File: src/scddp_pkg.sv
// constants shared by the serial clock divider and data port
package scddp_pkg;

    // ==========================================================
    // register addresses and reset values
    localparam logic [7:0] SCDDP_ADDR_DATA  = 8'h9B;
    localparam logic [7:0] SCDDP_ADDR_DIV   = 8'h9D;
    localparam logic [7:0] SCDDP_RST_DATA   = 8'h00;
    localparam logic [7:0] SCDDP_RST_DIV    = 8'h00;

    // ==========================================================
    // frame and divider figures
    localparam int         SCDDP_FRAME_BITS = 8;
    localparam logic [2:0] SCDDP_LAST_BIT   = 3'h7;
    localparam logic [8:0] SCDDP_DIV_MAX    = 9'h0FF;

    // ==========================================================
    // transfer states, one-hot
    typedef enum logic [2:0] {
        SCDDP_IDLE = 3'b001,
        SCDDP_XFER = 3'b010,
        SCDDP_DONE = 3'b100
    } scddp_state_t;

endpackage

File: src/scddp_rate_gen.sv
// serial clock rate generator: one tick per half period of the serial clock
`timescale 1ns/1ps
`default_nettype none

module scddp_rate_gen #(
    parameter int DIV_W = 8
) (
    // clock and reset
    input  wire logic             clk_sys,
    input  wire logic             sys_rst,
    // control
    input  wire logic             runEn,
    input  wire logic [DIV_W-1:0] divVal,
    // half-period tick
    output logic                  tick
);

    // ==========================================================
    // counter
    logic [DIV_W-1:0] cnt_ff;
    logic [DIV_W-1:0] nxt_cnt;

    // >= keeps the counter from running past a divider lowered mid-frame
    assign tick    = runEn && (cnt_ff >= divVal);
    assign nxt_cnt = (!runEn || tick) ? '0 : cnt_ff + 1'b1;

    always_ff @(posedge clk_sys) begin
        if (sys_rst) begin
            cnt_ff <= '0;
        end else begin
            cnt_ff <= nxt_cnt;
        end
    end

endmodule // scddp_rate_gen

`default_nettype wire

File: src/scddp_core.sv
// serial port data register, clock divider register and byte shifter
`timescale 1ns/1ps
`default_nettype none

// Summary of operation
// as master the serial clock runs at the core clock divided by two times (divider value plus one).
// the divider drives the serial clock only in master operation and has no effect as slave.
// every divider value 0 to 255 is accepted, so the slowest clock is the core clock over 512.
// the serial clock is made by counting core clock cycles and stays synchronous to it.
// a data write while idle loads the shift register directly and, as master, starts a transfer at once.
// a data read returns the last received byte and leaves the shift register untouched.
module scddp_core
    import scddp_pkg::*;
#(
    parameter int DATA_W = 8
) (
    // clock and reset
    input  wire logic              clk_sys,
    input  wire logic              sys_rst,
    // special-function register port
    input  wire logic [7:0]        sfrAddr,
    input  wire logic              sfrWrEn,
    input  wire logic              sfrRdEn,
    input  wire logic [DATA_W-1:0] sfrWrData,
    output logic      [DATA_W-1:0] sfrRdData,
    // port control flags
    input  wire logic              masterEnable,
    input  wire logic              portEnable,
    output logic                   xferBusy,
    // serial clock pin
    input  wire logic              sckIn,
    output logic                   sckOut,
    output logic                   sckOe,
    // master-out pin
    input  wire logic              mosiIn,
    output logic                   mosiOut,
    output logic                   mosiOe,
    // master-in pin
    input  wire logic              misoIn,
    output logic                   misoOut,
    output logic                   misoOe,
    // slave select, active low
    input  wire logic              slaveSel_n
);

    // ==========================================================
    // registers
    scddp_state_t      state_ff;
    scddp_state_t      nxt_state;
    logic [7:0]        divider_ff;
    logic [DATA_W-1:0] shift_ff;
    logic [DATA_W-1:0] rxBuf_ff;
    logic [DATA_W-1:0] rdData_ff;
    logic              sample_ff;
    logic [2:0]        bitCnt_ff;
    logic              sck_ff;
    logic              sckPrev_ff;
    logic              busy_ff;
    logic              sckOe_ff;
    logic              misoOe_ff;

    // ==========================================================
    // register decode
    wire wrData   = sfrWrEn && (sfrAddr == SCDDP_ADDR_DATA);
    wire wrDiv    = sfrWrEn && (sfrAddr == SCDDP_ADDR_DIV);
    wire rdData   = sfrRdEn && (sfrAddr == SCDDP_ADDR_DATA);
    wire rdDiv    = sfrRdEn && (sfrAddr == SCDDP_ADDR_DIV);
    wire isMaster = portEnable && masterEnable;
    wire isSlave  = portEnable && !masterEnable;

    // writes while a master frame runs are ignored; the collision flag lives elsewhere
    wire startXfer = wrData && isMaster && (state_ff == SCDDP_IDLE);
    wire loadShift = wrData && (state_ff == SCDDP_IDLE);

    wire [DATA_W-1:0] nxt_rdData = rdData ? rxBuf_ff :
                                   rdDiv  ? divider_ff : '0;

    // ==========================================================
    // edge events
    wire tick;
    wire runDiv = (state_ff == SCDDP_XFER) && isMaster;
    wire mRise  = tick && !sck_ff;
    wire mFall  = tick && sck_ff;
    // slave pins are synchronous inputs, so a one-flop history gives the edges
    wire sActive = isSlave && !slaveSel_n;
    wire sRise   = sActive && sckIn && !sckPrev_ff;
    wire sFall   = sActive && !sckIn && sckPrev_ff;
    wire evRise  = mRise || sRise;
    wire evFall  = mFall || sFall;
    wire lastBit = evFall && (bitCnt_ff == SCDDP_LAST_BIT);
    wire bitIn   = isMaster ? misoIn : mosiIn;

    wire [DATA_W-1:0] shiftNext = {shift_ff[DATA_W-2:0], sample_ff};

    scddp_rate_gen #(
        .DIV_W (8)
    ) u_rate_gen (
        .clk_sys (clk_sys),
        .sys_rst (sys_rst),
        .runEn   (runDiv),
        .divVal  (divider_ff),
        .tick    (tick)
    );

    // ==========================================================
    // transfer state
    always_comb begin
        nxt_state = state_ff;
        case (state_ff)
            SCDDP_IDLE: begin
                if (startXfer) begin
                    nxt_state = SCDDP_XFER;
                end
            end
            SCDDP_XFER: begin
                if (!isMaster) begin
                    nxt_state = SCDDP_IDLE;
                end else if (mFall && (bitCnt_ff == SCDDP_LAST_BIT)) begin
                    nxt_state = SCDDP_DONE;
                end
            end
            SCDDP_DONE: nxt_state = SCDDP_IDLE;
            default:    nxt_state = SCDDP_IDLE;
        endcase
    end

    always_ff @(posedge clk_sys) begin
        if (sys_rst) begin
            state_ff <= SCDDP_IDLE;
            busy_ff  <= 1'b0;
        end else begin
            state_ff <= nxt_state;
            busy_ff  <= (nxt_state == SCDDP_XFER);
        end
    end

    // ==========================================================
    // registers and shifter
    always_ff @(posedge clk_sys) begin
        if (sys_rst) begin
            divider_ff <= SCDDP_RST_DIV;
            rdData_ff  <= '0;
        end else begin
            if (wrDiv) begin
                divider_ff <= sfrWrData[7:0];
            end
            rdData_ff <= nxt_rdData;
        end
    end

    always_ff @(posedge clk_sys) begin
        if (sys_rst) begin
            shift_ff  <= SCDDP_RST_DATA;
            rxBuf_ff  <= SCDDP_RST_DATA;
            sample_ff <= 1'b0;
            bitCnt_ff <= '0;
        end else if (loadShift) begin
            shift_ff  <= sfrWrData;
            bitCnt_ff <= '0;
        end else if (evRise) begin
            sample_ff <= bitIn;
        end else if (evFall) begin
            shift_ff  <= shiftNext;
            bitCnt_ff <= bitCnt_ff + 3'h1;
            if (lastBit) begin
                rxBuf_ff <= shiftNext;
            end
        end else if (isSlave && slaveSel_n) begin
            bitCnt_ff <= '0;
        end
    end

    // ==========================================================
    // pins
    always_ff @(posedge clk_sys) begin
        if (sys_rst) begin
            sck_ff     <= 1'b0;
            sckPrev_ff <= 1'b0;
            sckOe_ff   <= 1'b0;
            misoOe_ff  <= 1'b0;
        end else begin
            sckPrev_ff <= sckIn;
            sckOe_ff   <= isMaster;
            misoOe_ff  <= sActive;
            if (!runDiv) begin
                sck_ff <= 1'b0;
            end else if (tick) begin
                sck_ff <= !sck_ff;
            end
        end
    end

    assign sfrRdData = rdData_ff;
    assign xferBusy  = busy_ff;
    assign sckOut    = sck_ff;
    assign sckOe     = sckOe_ff;
    assign mosiOut   = shift_ff[DATA_W-1];
    assign mosiOe    = sckOe_ff;
    assign misoOut   = shift_ff[DATA_W-1];
    assign misoOe    = misoOe_ff;

    // ==========================================================
    // checks
    logic [8:0] halfCnt_ff;

    always_ff @(posedge clk_sys) begin
        if (sys_rst || !runDiv || tick) begin
            halfCnt_ff <= '0;
        end else begin
            halfCnt_ff <= halfCnt_ff + 9'h001;
        end
    end
endmodule // scddp_core

`default_nettype wire

File: config.mk
export PLATFORM = sky130hd
export DESIGN_NAME = scddp_core
export DESIGN_NICKNAME = d
export VERILOG_FILES = /design/src/scddp_pkg.sv /design/src/scddp_rate_gen.sv /design/src/scddp_core.sv
export SDC_FILE = /design/constraint.sdc
export NUM_CORES = 1
export LEC_CHECK = 0
export ABC_AREA = 1
export BUFFER_PORTS_ARGS = -buffer_cell sky130_fd_sc_hd__clkbuf_2
export CAP_MARGIN = 20
export CORE_UTILIZATION = 35
export CTS_BUF_LIST = sky130_fd_sc_hd__clkbuf_4 sky130_fd_sc_hd__clkbuf_8
export CTS_CLUSTER_SIZE = 30
export DETAILED_ROUTE_END_ITERATION = 7
export HOLD_SLACK_MARGIN = 0.1
export PLACE_DENSITY = 0.54
export SETUP_SLACK_MARGIN = 0.02
export SLEW_MARGIN = 20
export SYNTH_ARGS = -nofsm -noshare
export SYNTH_HDL_FRONTEND = slang
export SYNTH_SLANG_ARGS = --single-unit
export TNS_END_PERCENT = 20
File: constraint.sdc
create_clock -name clk_sys -period 2 [get_ports clk_sys]
set_input_delay 0.1 -clock clk_sys [delete_from_list [all_inputs] [get_ports clk_sys]]
set_output_delay 0.1 -clock clk_sys [all_outputs]
set_load 0.01 [all_outputs]
==> run summary <==
max_cap viols = 0
min cycle time layout = 1.819 ns
WL/cell = 11.41 µm
largest net degree at the start of global routing = 26
antenna-violating nets left = 0
min-delay src = sfrWrData[7]
DRC errors left = 0
Mapped Area = 2589 µm²
Final Cell Area = 2992 µm²
ratio of cells with drive above 1 in the final layout = 0.1787
Hold Crit Endpoint = divider_ff[7]
Leakage = 1.295 nW
Vias = 2204
crit path from = divider_ff[6]
reg2reg end = rxBuf_ff[1]
initial core utilization = 0.3708
cell count after synthesis = 361
# port buffers = 40
Peak Freq = 549.8 MHz
Worst Setup End Kind = flop
worst hold path type = in2reg
cell area after placement = 2850 µm²
kind of critical path = reg2reg
final setup violation count = 0
post-DR vias/cell = 4.417
DRT iter0 DRCs = 72
row cnt = 30
Final Cycle Share = 0.9094
r2r setup slk = 0.18 ns
Routed WL = 5.693 mm
sequential fraction of the synthesis area = 0.4021
Worst path most repeated cell = nand2_1
pins over their slew limit = 0
number of global-route vias before repair = 2087
Slowest Stage Delay on Critical Path = 0.32 ns
Clock Root Buffer = clkbuf_8
Die Y = 88 µm
cell count of the worst hold path = 3
Overflow after GRT = 0
Worst-path clk slew = 0.09 ns
Syn Nets = 398
overall routing resource usage = 0.1654
Max-slew headroom = 0.5819
status = complete, no violations
TNS Setup = 0 ns
worst vdd ir = 0.3507 mV
Distinct cells, synth = 35
# IOs = 41
Pre-antenna DRT Iters = 4
CORE AREA = 6982 µm²
Worst-Skew Late Latency = 0.30 ns
Reg2Reg Depth = 11
Max Root-Sink Buffers = 2
Post-CTS Setup Bufs = 0
GRT busiest layer = met2
CTS tree = built
worst r2r src = divider_ff[6]
Final Hold Viols = 0
Pwr Density = 629.9 nW/µm²
Setup crit start kind = flop
initial antenna violation count = 0
Fill cells = 763
CP bufs+invs = 1
Synth-to-Final Area Change = 15.56%
Die X = 88 µm
M2 GR Usage = 0.2833
die area = 7744 µm²
Worst Path Arrival = 2.03 ns
Max FO, Critical Path = 19
Max H-tree Level = 2
slew at the pin closest to its max-slew limit = 0.6265 ns
routing usage on met1 = 0.2108
Yosys reg bits = 52
family with the most delay on the worst path = simple AND/OR/NAND/NOR gates
Slowest-stage cell, CP = dfxtp_1
final net count = 439
gpl congestion = 0.7245
syn_area_per_cell = 7.171 µm²
n_diodes = 0
worst path cell trace = inv_1 -> ha_1 -> nand2_1 -> nor2_2 -> nand4_1 -> nand3_2 -> nand3_4 -> nand2_4 -> nand3_1 -> nand2_1 -> nor2_1
Sink Count = 52
total CTS buffers = 5
DP HPWL = 4.162 mm
Setup Skew = 0.004758 ns
unrepaired setup endpoints after global routing = true
synth warn = 0
first-pass GRT wire length = 9.777 mm
met3 Resource Use GR = 0.03110
WP data required = 2.21 ns
where the power goes:
part	total [mW]	switching, mW	internal, mW	leakage, nW
Clock	0.735	0.350	0.386	0.0586
Sequential	1.04	0.00352	1.04	0.419
Combinational	0.105	0.0633	0.0418	0.817
stage by stage:
step | setup slack, ns | hold WS [ns] | instances | power, mW | utilization
after floorplan | 0.3137 | 0.1768 | 361 | 1.122 | -
after global placement | 0.2041 | 0.3057 | 488 | 1.171 | 0.4082
after detailed placement | 0.1925 | 0.3064 | 488 | 1.170 | 0.4082
after CTS | 0.1635 | 0.1031 | 499 | 1.908 | 0.4285
after global routing | 0.002121 | 0.1321 | 499 | 1.968 | 0.4285
final | 0.1811 | 0.1032 | 499 | 1.884 | 0.4285
synth_stat cells (all sizes together):
master / instances / area share
inv: 52 / 0.075
nand3b: 1 / 0.0029
or2: 2 / 0.0048
xor2: 2 / 0.0068
clkbuf: 2 / 0.0029
o21ai: 9 / 0.017
nand4: 8 / 0.019
nand3: 17 / 0.044
nor2: 71 / 0.11
nand2: 80 / 0.13
nor3b: 2 / 0.0097
xnor2: 1 / 0.0034
o211ai: 1 / 0.0029
a21oi: 24 / 0.046
nor3: 13 / 0.036
buf: 10 / 0.029
a21boi: 1 / 0.0029
ha: 11 / 0.053
mux2i: 1 / 0.0039
dfxtp: 52 / 0.40
a21o: 1 / 0.0029
area by class of cell:
cell class | instances | area, µm² | area share
repair buffers | 46 | 252.7 | 0.08448
well taps | 96 | 120.1 | 0.04015
clock inverters | 2 | 35.03 | 0.01171
flip-flops and latches | 52 | 1041 | 0.3480
clock buffers | 6 | 76.32 | 0.02551
inverters | 52 | 195.2 | 0.06524
multi-input cells | 245 | 1271 | 0.4249
what timing repair did:
item | 4_1_cts | 5_1_grt
hold buffers | 3 | 0
hold endpoints to repair | 2 | 0
resized for setup | 0 | 0
setup endpoints to repair | 0 | 5
how the worst max path moves through the flow:
stage                                 endpoint  slack, ns  cells past startpoint
after floorplan                    rxBuf_ff[1]       0.31                     10
after global placement    u_rate_gen.cnt_ff[3]       0.20                      8
after detailed placement  u_rate_gen.cnt_ff[3]       0.19                      8
after CTS                 u_rate_gen.cnt_ff[3]       0.16                      8
after global routing               rxBuf_ff[5]      0.002                     11
final                              rxBuf_ff[1]       0.18                     11
state kept, by name, summed over array words and instances (netlist names):
signal,flops
rxBuf_ff,8
bitCnt_ff,3
xferBusy,1
misoOe,1
u_rate_gen.cnt_ff,8
sckOut,1
sample_ff,1
mosiOe,1
sckPrev_ff,1
divider_ff,8
sfrRdData,8
state_ff,3
shift_ff,8
metal layers:
| metal | vias to the layer above | wire length (µm) |
|---|---|---|
| met4 | 0 | 61 |
| li1 | 1215 | - |
| met5 | - | 0 |
| met3 | 5 | 133 |
| met1 | 961 | 2836 |
| met2 | 23 | 2662 |
layout by cell type, fill, tap and decap left out, types with 2 or more instances in the layout:
cell type and n:
dfxtp_1 52, o21ai_1 2, xor2_1 2, nand3_1 14, dlygate4sd3_1 3, a21oi_1 24, nand2_2 4, inv_2 2
o21ai_0 7, clkbuf_8 5, buf_4 3, nand2_4 2, nor3_4 2, nor2_1 67, nor3_1 10, ha_1 11
nor2_2 3, nand4_1 8, nor3b_2 2, nand2_1 74, clkbuf_2 40, inv_1 50, nand3_4 2
worst min-delay path: stages:
cell and delay, ns:
clkbuf_2 0.10, o21ai_1 0.06, a21oi_1 0.10
logic make-up (layout without fill, tap and decap cells):
| family | count (synthesis) | count (layout) | synth area share |
|---|---|---|---|
| and+or+nand+nor | 194 | 194 | 0.3514 |
| buffers and inverters | 64 | 106 | 0.1068 |
| DFF | 52 | 52 | 0.4021 |
| AOI/OAI and AO/OA | 36 | 36 | 0.07250 |
| adders and majority gates | 11 | 11 | 0.05317 |
| xor gates and xnor gates | 3 | 3 | 0.01015 |
| muxes | 1 | 1 | 0.003867 |
Note: power is estimated with default switching activity, not from simulation.
